--- config.mk ---
export PLATFORM = sky130hd
export DESIGN_NAME = lpms_sequencer
export DESIGN_NICKNAME = d
export VERILOG_FILES = /design/src/hdl/lpms_pkg.sv /design/src/hdl/lpms_sequencer.sv /design/src/hdl/lpms_delay_timer.sv
export SDC_FILE = /design/constraint.sdc
export NUM_CORES = 1
export LEC_CHECK = 0
export BUFFER_PORTS_ARGS = -buffer_cell sky130_fd_sc_hd__buf_4
export CORE_MARGIN = 1
export CORE_UTILIZATION = 30
export CTS_CLUSTER_SIZE = 24
export DETAILED_ROUTE_END_ITERATION = 6
export GPL_TIMING_DRIVEN = 0
export PLACE_DENSITY = 0.45
export SLEW_MARGIN = 0
export SYNTH_ARGS = -nofsm -noshare
export SYNTH_HDL_FRONTEND = slang
export SYNTH_HIERARCHICAL = 1
export SYNTH_SLANG_ARGS = --single-unit
--- constraint.sdc ---
create_clock -name ref_clk -period 2.85 [get_ports ref_clk]
set_input_delay 0.285 -clock ref_clk [delete_from_list [all_inputs] [get_ports ref_clk]]
set_output_delay 0.285 -clock ref_clk [all_outputs]
set_load 0.02 [all_outputs]
--- src/hdl/lpms_pkg.sv ---
package lpms_pkg;

   // ****************************************************************
   // timing
   // ****************************************************************
   localparam int unsigned CLK_PERIOD_NS    = 4;
   localparam int unsigned STARTUP_DELAY_MS = 10;
   localparam int unsigned SOFTSTART_MS     = 20;
   localparam int unsigned STARTUP_CYC      =
      STARTUP_DELAY_MS * 1000000 / CLK_PERIOD_NS;
   localparam int unsigned SOFTSTART_CYC    =
      SOFTSTART_MS * 1000000 / CLK_PERIOD_NS;
   localparam int unsigned TMR_W            = 23;
   localparam int unsigned BOOST_PERIOD_NS  = 1000;
   localparam int unsigned MIN_PULSE_NS     = 45;
   localparam int unsigned MAX_DUTY_PCT     = 90;
   localparam logic [7:0]  BOOST_PERIOD_CYC =
      8'(BOOST_PERIOD_NS / CLK_PERIOD_NS);
   localparam logic [7:0]  MIN_PULSE_CYC    =
      8'((MIN_PULSE_NS + CLK_PERIOD_NS - 1) / CLK_PERIOD_NS);
   localparam logic [7:0]  MAX_ON_CYC       =
      8'(BOOST_PERIOD_NS * MAX_DUTY_PCT / 100 / CLK_PERIOD_NS);

   // ****************************************************************
   // register map
   // ****************************************************************
   localparam logic [7:0]  VOUT_ADDR    = 8'h0D;
   localparam logic [7:0]  CTRL_ADDR    = 8'h0E;
   localparam logic [7:0]  STAT_ADDR    = 8'h0F;
   localparam logic [7:0]  VOUT_MIN     = 8'h08;
   localparam logic [7:0]  VOUT_MAX     = 8'h14;
   localparam logic [7:0]  VOUT_RST     = 8'h08;
   localparam int unsigned RUN_BIT      = 0;
   localparam int unsigned BOOST_BIT    = 1;
   localparam int unsigned AUTOLOAD_BIT = 2;
   // arbitrary value
   localparam logic [6:0]  DEV_ADDR_DFLT = 7'h2A;
   localparam logic [3:0]  BYTE_DONE    = 4'h8;
   localparam logic [3:0]  ACK_SLOT     = 4'h9;

   // ****************************************************************
   // types
   // ****************************************************************
   typedef enum logic [2:0] {
      MODE_RESET, MODE_STANDBY, MODE_STARTUP, MODE_BOOST_START,
      MODE_NORMAL
   } lpms_mode_e;

   typedef enum logic [2:0] {
      I2C_IDLE, I2C_ADDR, I2C_REG, I2C_WR, I2C_RD
   } lpms_i2c_e;

   typedef struct packed {
      logic       coreEnable;
      logic       boostRun;
      logic       softStart;
      logic       ledForceOff;
      logic       autoloadEn;
      logic       pulseSkipOk;
      logic [7:0] voutSel;
   } lpms_ctrl_s;

endpackage : lpms_pkg

--- src/hdl/lpms_sequencer.sv ---
// How it works
// - low reset pin or power-on reset forces reset mode.
// - reset mode returns every control register to its default.
// - after power-on reset releases, move on to standby.
// - run request reads zero after reset.
// - standby when run request is zero; everything powered down.
// - writes accepted in standby; settings act right after startup.
// - run request starts reference, bias, oscillator; wait 10 ms.
// - thermal shutdown holds startup mode until the event clears.
// - boost soft start runs 20 ms low current, LEDs forced off.
// - boost start follows startup or converter-run written one.
// - registers written in any order, any bits per write.
// - 8-bit code selects 8 to 20 V feedback divider.
// - at least one minimum switch pulse every cycle while the active load is on.
// - active load on by default; off allows pulse skipping.
// - switch duty cycle limited digitally.
// - converter-run written zero puts the boost in standby.
// - codes below 8 act as 8, above 20 as 20.
`timescale 1ns/100ps
`default_nettype none

module lpms_sequencer #(
   parameter int unsigned STARTUP_CYC   = lpms_pkg::STARTUP_CYC,
   parameter int unsigned SOFTSTART_CYC = lpms_pkg::SOFTSTART_CYC,
   parameter logic [6:0]  DEV_ADDR      = lpms_pkg::DEV_ADDR_DFLT
) (
   input  wire logic          ref_clk,
   input  wire logic          srst,
   input  wire logic          extResetLowN,
   input  wire logic          porActive,
   input  wire logic          thermalShutdownEvent,
   input  wire logic          sclIn,
   input  wire logic          sdaIn,
   output logic               sdaOut,
   output logic               sdaOe,
   input  wire logic          currentTrip,
   input  wire logic          voutHigh,
   output logic               swGate,
   output lpms_pkg::lpms_mode_e mode,
   output lpms_pkg::lpms_ctrl_s ctrl
);

   // ****************************************************************
   // state
   // ****************************************************************
   typedef struct packed {
      lpms_pkg::lpms_mode_e mode;
      logic [7:0]           voutCode;
      logic                 runReq;
      logic                 boostEn;
      logic                 autoEn;
      logic                 boostUp;
      lpms_pkg::lpms_i2c_e  phase;
      logic [3:0]           bitCnt;
      logic [7:0]           shift;
      logic [7:0]           tx;
      logic [7:0]           ptr;
      logic                 sdaDrv;
      logic                 sclPrev;
      logic                 sdaPrev;
      logic [7:0]           per;
      logic [7:0]           onCnt;
      logic                 gate;
      lpms_pkg::lpms_ctrl_s out;
   } lpms_state_s;

   lpms_state_s s_q;
   lpms_state_s s_d;
   logic        inReset;
   logic        startGo;
   logic        startDone;
   logic        softGo;
   logic        softDone;
   logic        busStart;
   logic        busStop;
   logic        sclRise;
   logic        sclFall;
   logic [7:0]  rdData;

   assign inReset  = srst | ~extResetLowN | porActive;
   assign busStart = sclIn & s_q.sclPrev & s_q.sdaPrev & ~sdaIn;
   assign busStop  = sclIn & s_q.sclPrev & ~s_q.sdaPrev & sdaIn;
   assign sclRise  = sclIn & ~s_q.sclPrev;
   assign sclFall  = ~sclIn & s_q.sclPrev;

   always_comb begin
      unique case (s_q.ptr)
         lpms_pkg::VOUT_ADDR: rdData = s_q.voutCode;
         lpms_pkg::CTRL_ADDR:
            rdData = {5'h00, s_q.autoEn, s_q.boostEn, s_q.runReq};
         lpms_pkg::STAT_ADDR: rdData = {4'h0, s_q.boostUp, s_q.mode};
         default:             rdData = 8'h00;
      endcase
   end

   // ****************************************************************
   // next state
   // ****************************************************************
   always_comb begin
      s_d         = s_q;
      s_d.sclPrev = sclIn;
      s_d.sdaPrev = sdaIn;
      // serial slave: writes land in every mode but reset, standby included
      if (busStart) begin
         s_d.phase  = lpms_pkg::I2C_ADDR;
         s_d.bitCnt = 4'h0;
         s_d.sdaDrv = 1'b0;
      end else if (busStop) begin
         s_d.phase  = lpms_pkg::I2C_IDLE;
         s_d.sdaDrv = 1'b0;
      end else if (s_q.phase != lpms_pkg::I2C_IDLE) begin
         if (sclRise) begin
            if (s_q.bitCnt < lpms_pkg::BYTE_DONE) begin
               s_d.shift  = {s_q.shift[6:0], sdaIn};
               s_d.bitCnt = 4'(s_q.bitCnt + 4'h1);
            end else if (s_q.phase == lpms_pkg::I2C_RD && sdaIn) begin
               s_d.phase = lpms_pkg::I2C_IDLE;
            end
         end else if (sclFall) begin
            s_d.sdaDrv = 1'b0;
            if (s_q.bitCnt == lpms_pkg::BYTE_DONE) begin
               s_d.bitCnt = lpms_pkg::ACK_SLOT;
               unique case (s_q.phase)
                  lpms_pkg::I2C_ADDR: begin
                     if (s_q.shift[7:1] == DEV_ADDR) begin
                        s_d.sdaDrv = 1'b1;
                        s_d.phase  = s_q.shift[0] ? lpms_pkg::I2C_RD
                                                  : lpms_pkg::I2C_REG;
                     end else begin
                        s_d.phase = lpms_pkg::I2C_IDLE;
                     end
                  end
                  lpms_pkg::I2C_REG: begin
                     s_d.ptr    = s_q.shift;
                     s_d.phase  = lpms_pkg::I2C_WR;
                     s_d.sdaDrv = 1'b1;
                  end
                  lpms_pkg::I2C_WR: begin
                     // whole byte lands at once, any register order
                     unique case (s_q.ptr)
                        lpms_pkg::VOUT_ADDR: s_d.voutCode = s_q.shift;
                        lpms_pkg::CTRL_ADDR: begin
                           s_d.runReq  = s_q.shift[lpms_pkg::RUN_BIT];
                           s_d.boostEn = s_q.shift[lpms_pkg::BOOST_BIT];
                           s_d.autoEn  =
                              s_q.shift[lpms_pkg::AUTOLOAD_BIT];
                        end
                        default: ;
                     endcase
                     s_d.ptr    = 8'(s_q.ptr + 8'h01);
                     s_d.sdaDrv = 1'b1;
                  end
                  lpms_pkg::I2C_RD:   s_d.ptr = 8'(s_q.ptr + 8'h01);
                  lpms_pkg::I2C_IDLE: ;
               endcase
            end else if (s_q.bitCnt == lpms_pkg::ACK_SLOT) begin
               s_d.bitCnt = 4'h0;
               if (s_q.phase == lpms_pkg::I2C_RD) begin
                  s_d.tx     = rdData;
                  s_d.sdaDrv = ~rdData[7];
               end
            end else if (s_q.phase == lpms_pkg::I2C_RD) begin
               s_d.tx     = {s_q.tx[6:0], 1'b0};
               s_d.sdaDrv = ~s_q.tx[6];
            end
         end
      end

      // ****************************************************************
      // operating modes
      // ****************************************************************
      unique case (s_q.mode)
         lpms_pkg::MODE_RESET:   s_d.mode = lpms_pkg::MODE_STANDBY;
         lpms_pkg::MODE_STANDBY: begin
            if (s_q.runReq) s_d.mode = lpms_pkg::MODE_STARTUP;
         end
         lpms_pkg::MODE_STARTUP: begin
            if (startDone) begin
               s_d.mode = s_q.boostEn ? lpms_pkg::MODE_BOOST_START
                                      : lpms_pkg::MODE_NORMAL;
            end
         end
         lpms_pkg::MODE_BOOST_START: begin
            if (!s_q.boostEn) begin
               s_d.mode = lpms_pkg::MODE_NORMAL;
            end else if (softDone) begin
               s_d.mode    = lpms_pkg::MODE_NORMAL;
               s_d.boostUp = 1'b1;
            end
         end
         lpms_pkg::MODE_NORMAL: begin
            if (s_q.boostEn && !s_q.boostUp) begin
               s_d.mode = lpms_pkg::MODE_BOOST_START;
            end
         end
      endcase
      if (!s_q.boostEn) s_d.boostUp = 1'b0;
      if (s_q.mode != lpms_pkg::MODE_RESET &&
          s_q.mode != lpms_pkg::MODE_STANDBY) begin
         if (!s_q.runReq) begin
            s_d.mode    = lpms_pkg::MODE_STANDBY;
            s_d.boostUp = 1'b0;
         end else if (thermalShutdownEvent) begin
            s_d.mode    = lpms_pkg::MODE_STARTUP;
            s_d.boostUp = 1'b0;
         end
      end

      // ****************************************************************
      // boost switch: minimum pulse and duty limit
      // ****************************************************************
      if (!s_q.out.boostRun) begin
         s_d.per   = 8'h00;
         s_d.onCnt = 8'h00;
         s_d.gate  = 1'b0;
      end else begin
         s_d.per = (s_q.per == 8'(lpms_pkg::BOOST_PERIOD_CYC - 8'h01))
                 ? 8'h00 : 8'(s_q.per + 8'h01);
         if (s_q.per == 8'(lpms_pkg::BOOST_PERIOD_CYC - 8'h01)) begin
            // skipping only once the active load is off
            s_d.gate  = s_q.out.autoloadEn | ~voutHigh;
            s_d.onCnt = 8'h00;
         end else if (s_q.gate) begin
            s_d.onCnt = 8'(s_q.onCnt + 8'h01);
            if ((s_d.onCnt >= lpms_pkg::MIN_PULSE_CYC &&
                 (currentTrip | voutHigh)) ||
                s_d.onCnt >= lpms_pkg::MAX_ON_CYC) begin
               s_d.gate = 1'b0;
            end
         end
      end

      // defaults while in reset; the serial slave restarts too
      if (inReset) begin
         s_d          = '0;
         s_d.mode     = lpms_pkg::MODE_RESET;
         s_d.voutCode = lpms_pkg::VOUT_RST;
         s_d.runReq   = 1'b0;
         s_d.autoEn   = 1'b1;
         // idle bus level, so release shows no false edge
         s_d.sclPrev  = 1'b1;
         s_d.sdaPrev  = 1'b1;
      end

      // registered controls follow the next mode
      s_d.out.coreEnable  = s_d.mode == lpms_pkg::MODE_STARTUP ||
                            s_d.mode == lpms_pkg::MODE_BOOST_START ||
                            s_d.mode == lpms_pkg::MODE_NORMAL;
      s_d.out.boostRun    = s_d.mode == lpms_pkg::MODE_BOOST_START ||
                            (s_d.mode == lpms_pkg::MODE_NORMAL &&
                             s_d.boostUp);
      s_d.out.softStart   = s_d.mode == lpms_pkg::MODE_BOOST_START;
      s_d.out.ledForceOff = s_d.mode != lpms_pkg::MODE_NORMAL;
      s_d.out.autoloadEn  = s_d.autoEn & s_d.out.boostRun;
      s_d.out.pulseSkipOk = ~s_d.autoEn;
      // gate drops with the run control, not one cycle after it
      if (!s_d.out.boostRun) s_d.gate = 1'b0;
      if (s_d.voutCode < lpms_pkg::VOUT_MIN) begin
         s_d.out.voutSel = lpms_pkg::VOUT_MIN;
      end else if (s_d.voutCode > lpms_pkg::VOUT_MAX) begin
         s_d.out.voutSel = lpms_pkg::VOUT_MAX;
      end else begin
         s_d.out.voutSel = s_d.voutCode;
      end
   end

   // thermal keeps reloading, so the 10 ms restarts once it clears
   assign startGo = s_d.mode == lpms_pkg::MODE_STARTUP &&
                    (s_q.mode != lpms_pkg::MODE_STARTUP ||
                     thermalShutdownEvent);
   assign softGo  = s_d.mode == lpms_pkg::MODE_BOOST_START &&
                    s_q.mode != lpms_pkg::MODE_BOOST_START;

   lpms_delay_timer #(.LEN(STARTUP_CYC)) u_startTmr (
      .ref_clk (ref_clk),
      .srst    (srst),
      .go      (startGo),
      .done    (startDone)
   );

   lpms_delay_timer #(.LEN(SOFTSTART_CYC)) u_softTmr (
      .ref_clk (ref_clk),
      .srst    (srst),
      .go      (softGo),
      .done    (softDone)
   );

   always_ff @(posedge ref_clk) begin
      s_q <= s_d;
   end

   assign sdaOut = 1'b0;
   assign sdaOe  = s_q.sdaDrv;
   assign swGate = s_q.gate;
   assign mode   = s_q.mode;
   assign ctrl   = s_q.out;
endmodule : lpms_sequencer

`default_nettype wire

--- src/hdl/lpms_delay_timer.sv ---
`timescale 1ns/100ps
`default_nettype none

module lpms_delay_timer #(
   parameter int unsigned LEN = 16
) (
   input  wire logic ref_clk,
   input  wire logic srst,
   input  wire logic go,
   output logic      done
);

   typedef struct packed {
      logic [lpms_pkg::TMR_W-1:0] cnt;
      logic                       busy;
      logic                       done;
   } lpms_tmr_s;

   lpms_tmr_s s_q;
   lpms_tmr_s s_d;

   // go reloads at any time, so holding it freezes the delay
   always_comb begin
      s_d      = s_q;
      s_d.done = 1'b0;
      if (go) begin
         s_d.cnt  = lpms_pkg::TMR_W'(LEN - 1);
         s_d.busy = 1'b1;
      end else if (s_q.busy) begin
         if (s_q.cnt == '0) begin
            s_d.busy = 1'b0;
            s_d.done = 1'b1;
         end else begin
            s_d.cnt = s_q.cnt - 1'b1;
         end
      end
   end

   always_ff @(posedge ref_clk) begin
      if (srst) begin
         s_q <= '0;
      end else begin
         s_q <= s_d;
      end
   end

   assign done = s_q.done;

endmodule : lpms_delay_timer

`default_nettype wire

* Yosys cells after proc, flatten, opt, wreduce, memory -nomap -nowiden
Index checks and enable logic that the tools add are counted.
Storage, ports and cells: register bits after elaboration 130, input bits 9, output and inout port bits 20, word-level logic and storage cells 231
Operators by class: add/subtract/negate cells 6, $lt $le $gt $ge 5, eq/ne operators 29, muxes and demuxes 74, bitwise logic cells 31, reductions and logical operators 52
Operator list (number):
- 80-bit 2-to-1 mux | 1
- 11-bit 2-to-1 mux | 7
- 24-bit 2-to-1 mux | 3
- 8-bit 2-to-1 mux | 8
- 17-bit 2-to-1 mux | 3
- 3-bit 2-to-1 mux | 16
- 23-bit zero test | 2
- 23-bit 2-to-1 mux | 2
- 23-bit by 1-bit subtractor with 23-bit output (second input constant) | 2
- 32-bit 2-to-1 mux | 1
- 28-bit 2-to-1 mux | 1
- 25-bit 2-to-1 mux | 1
- 8-bit by 1-bit adder with 8-bit output (second input constant) | 3
- 8-bit by 4-bit == test with 1-bit output (second input constant) | 3
- 8-bit one-hot mux with 3 select lines | 1
- 22-bit 2-to-1 mux | 1
- 7-bit 2-to-1 mux | 3
- 1-bit inverter | 19
- 3-bit by 2-bit == test with 1-bit output (second input constant) | 6
- 9-bit 2-to-1 mux | 2
- 8-bit one-hot mux with 2 select lines | 1
- 3-bit one-hot mux with 5 select lines | 1
- 3-bit nonzero test | 5
- 3-bit OR reduction | 5
- 41 further kinds | 100

* Longest topological paths before layout
depth after elaboration 17, mapped depth 10, depth with buffers taken out 9

* Hierarchy
The synthesis kept the hierarchy.
By module, submodules not included:
- lpms_sequencer | instances 1, cells an instance 490, area each 4166.5 um^2
- lpms_delay_timer at u_softTmr | instances 1, cells an instance 137, area each 1258.7 um^2
- lpms_delay_timer at u_startTmr | instances 1, cells an instance 140, area each 1246.2 um^2

* Worst setup path after synthesis
OpenSTA, ideal clock, no wires.
path kind register -> register, start register s_q, in the netlist mode[0], end register u_startTmr/s_q[22] (netlist name), setup time 0.059 ns, data arrival time 2.380 ns, path slack 0.411 ns, cell stages (with the launch flop) 11, path buffers 2, period minus slack after synthesis 2.439 ns, cell sequence dfxtp_1 clkbuf_1 nor3b_1 nand2_1 a21bo_2 a41oi_1 a211oi_1 or2_2 buf_1 or4_1 nand2_1
RTL lines:
- start, declared | line lpms_sequencer.sv:67 | lpms_state_s s_q;
- start signal, assigned | line lpms_sequencer.sv:289 | s_q <= s_d;
- end signal, assigned | line lpms_delay_timer.sv:41 | s_q <= '0;
- end signal, assigned | line lpms_delay_timer.sv:43 | s_q <= s_d;
- end, declared | line lpms_delay_timer.sv:19 | lpms_tmr_s s_q;

==> results.toml <==
[outcome]
status = "completed"

[grt]
grt_start_max_net_pins = 17
grt_use_total = 0.152
grt_pass1_vias = 5208
overflow = 0
grt_pass1_wl_mm = 26.9
antenna_found_initial = 0

[cells_and_area]
mostFrequentLayoutCells = "127 x dfxtp_1, 74 x nor2_1, 60 x a21oi_1, 54 x nand2_1, 50 x buf_4"
area_growth_pct = 18.2
final_cell_area_sq_mm = 0.00788
layout_commonest_cell = "dfxtp_1"
finalNetCount = 843
fin_util = 0.361
antenna_cells = 0
layout-drive-gt1-share = 0.169

[cts]
htreeDepth = 4
post_cts_resized = 4
root_buffer = "clkbuf_16"
cts_hold_buf = 0
cts_tree = "built"
clk_path_buf_depth = 2
numCtsBuffers = 17
cts_setup_buffers = 0
clk_pin_slew_worst_paths_ns = 0.06
clock_sinks = 129
clk_latency_ns = 0.42

[drt]
detail-route-antenna-nets = 0
first_iter_violations = 228
vias = 5562
vias_per_cell = 5.02
drcViolationCount = 0
wire_per_inst_um = 14.6
dr.pass1.iters = 7
wirelength_mm = 16.2

[placement]
place.gp.congestion = 0.783
placed_cell_area_sq_mm = 0.00724
dpl_worst_slack_ns = -0.418
portBuffers = 27
hpwl_mm = 11.3

[sta]
timing.final.ws_setup_ns = 0.250
hold_violations = 0
max_freq_ghz = 0.385
worst_pin_slew_ns = 0.768
fin_worst_skew_ns = 0.00916
maxSlewHeadroom = 0.481
whs_ns = 0.0987
setup_viol = 0
final.period_utilization = 0.912
period_needed_ns = 2.60
rsz0062_at_grt = "false"
final-max-slew-violation-count = 0

[critical_path]
start_kind = "register"
critPathArrivalTime_ns = 2.96
r2r_start = "mode[1]$_DFF_P_"
crit_required_ns = 3.22
critPathKind = "register to register"
cp_max_fo = 8
r2r_end = "u_startTmr/s_q[22]$_SDFFE_PP0P_"
worstRegToRegCells = 9
rrSetupSlack_ns = 0.25
end_kind = "register"

[pwr]
finalPower_mw = 4.17
p_per_area_mw_per_mm2 = 529
p_leak_nw = 2.83
irDropWorstVdd_uv = 318

[hold_path]
hold_class = "primary input to register"
min_delay_path_depth = 3
min_from = "sclIn"
hold_path_end = "s_q[32]$_SDFF_PN1_"

[logic_synthesis]
synth_cells = 767
synth-main-ff-cell = "dfxtp_1"
ys_types = 84
synth_edf_count = 0
netlist_area_sq_mm = 0.00667
seq_area_frac_synth = 0.387
ys_warn_count = 6
synth_seq_cells = 129
syn_avg_cell_area_sq_um = 8.70
async_flop_share = 0

[floorplan]
initial_core_util = 0.306
floorplan.die_area_sq_mm = 0.0228
die_w_um = 151
core_area_sq_mm = 0.0218
io_pins = 29
dieHeight_um = 151
num_rows = 54

[flow_run]
timing.max_cap.violations = 0
==> cell usage after synthesis, drive strengths merged, types with 4 or more instances <==
master	count	area share
xnor2	18	0.024
nand3b	6	0.0068
xor2	19	0.025
nand2b	5	0.0047
clkbuf	19	0.012
inv	26	0.015
nor2b	7	0.0066
nand2	55	0.031
o22ai	4	0.0038
mux2i	15	0.023
and2	9	0.0084
o21a	5	0.0056
a31oi	10	0.0094
nor3b	5	0.0064
nor2	78	0.045
nand4	10	0.0094
o211ai	14	0.017
a21oi	60	0.045
ha	18	0.034
or4	18	0.021
o21ai	35	0.030
nor4	16	0.019
or4b	4	0.0060
or2	8	0.0075
o31ai	9	0.010
a211oi	12	0.017
nand3	23	0.017
nor3	19	0.018
buf	31	0.035
dfxtp	129	0.39
or3	20	0.019
and3	10	0.0094
==> cell type report <==
| class | count | area [sq um] |
|---|---|---|
| fill | 2275 | 13900 |
| tap | 280 | 350 |
| multi-input combinational | 564 | 3700 |
| sequential | 129 | 2580 |
| buffer | 51 | 328 |
| inverter | 26 | 97.6 |
| timing repair buffer | 27 | 203 |
| clock buffer | 19 | 453 |
| clock inverter | 13 | 161 |
==> layer usage <==
layer / up-vias / global-route usage / routed length, um
met5: - / 0 / 0
met4: 0 / 0.0670 / 372
met3: 25 / 0.0307 / 552
met2: 84 / 0.235 / 7120
met1: 2572 / 0.202 / 8140
li1: 2881 / - / -
==> registers in the layout (all words and copies together), names as in the netlist <==
register,cells
ctrl,14
mode,3
s_q,60
sdaOe,1
swGate,1
u_softTmr/done,1
u_softTmr/s_q,24
u_startTmr/done,1
u_startTmr/s_q,24
==> worst max path at each step <==
stage	startpoint	to	slack, ns	depth (start not counted)
6_report	mode[1]$_DFF_P_	u_startTmr/s_q[22]$_SDFFE_PP0P_	0.25	9
5_1_grt	mode[0]$_DFF_P_	u_startTmr/s_q[24]$_SDFFE_PP0P_	0.06	10
2_1_floorplan	mode[0]$_DFF_P_	u_startTmr/s_q[22]$_SDFFE_PP0P_	0.41	10
3_3_place_gp	srst	u_startTmr/s_q[24]$_SDFFE_PP0P_	-0.47	9
4_1_cts	mode[1]$_DFF_P_	u_startTmr/s_q[22]$_SDFFE_PP0P_	0.01	9
3_5_place_dp	srst	u_startTmr/s_q[22]$_SDFFE_PP0P_	-0.42	9
==> per-stage QoR <==
step	setup TNS (ns)	instances
2_1_floorplan	0	770
3_3_place_gp	-11.61	1077
3_5_place_dp	-9.66	1077
4_1_cts	0	1109
5_1_grt	0	1109
6_report	0	1109
==> where the power goes <==
group / internal, mW / switching, mW
sequential: 1.81 / 0.00245
combinational: 0.0311 / 0.0583
clock: 1.42 / 0.849
==> cells by family (layout without fill, tap and decap cells) <==
kind of cell               Yosys count  after routing  synth area share
other                                1              4          0.000562
xor gates and xnor gates            37             37            0.0486
AOI/OAI and AO/OA                  182            182             0.188
and+or+nand+nor                    305            305             0.252
adders and majority gates           20             20            0.0368
muxes                               16             16            0.0242
DFF                                129            129             0.387
buffers and inverters               77            136            0.0632
==> critical path, stage by stage, from the launching register on <==
cell and delay (ns):
dfxtp_2 0.41, nor2b_2 0.26, o21ai_0 0.15, a21bo_2 0.25, a41oi_2 0.19, a211oi_2 0.11, or2_2 0.31, buf_1 0.22
or4_1 0.55, nand2_1 0.08
No activity file was read; power rests on OpenSTA's default activity.
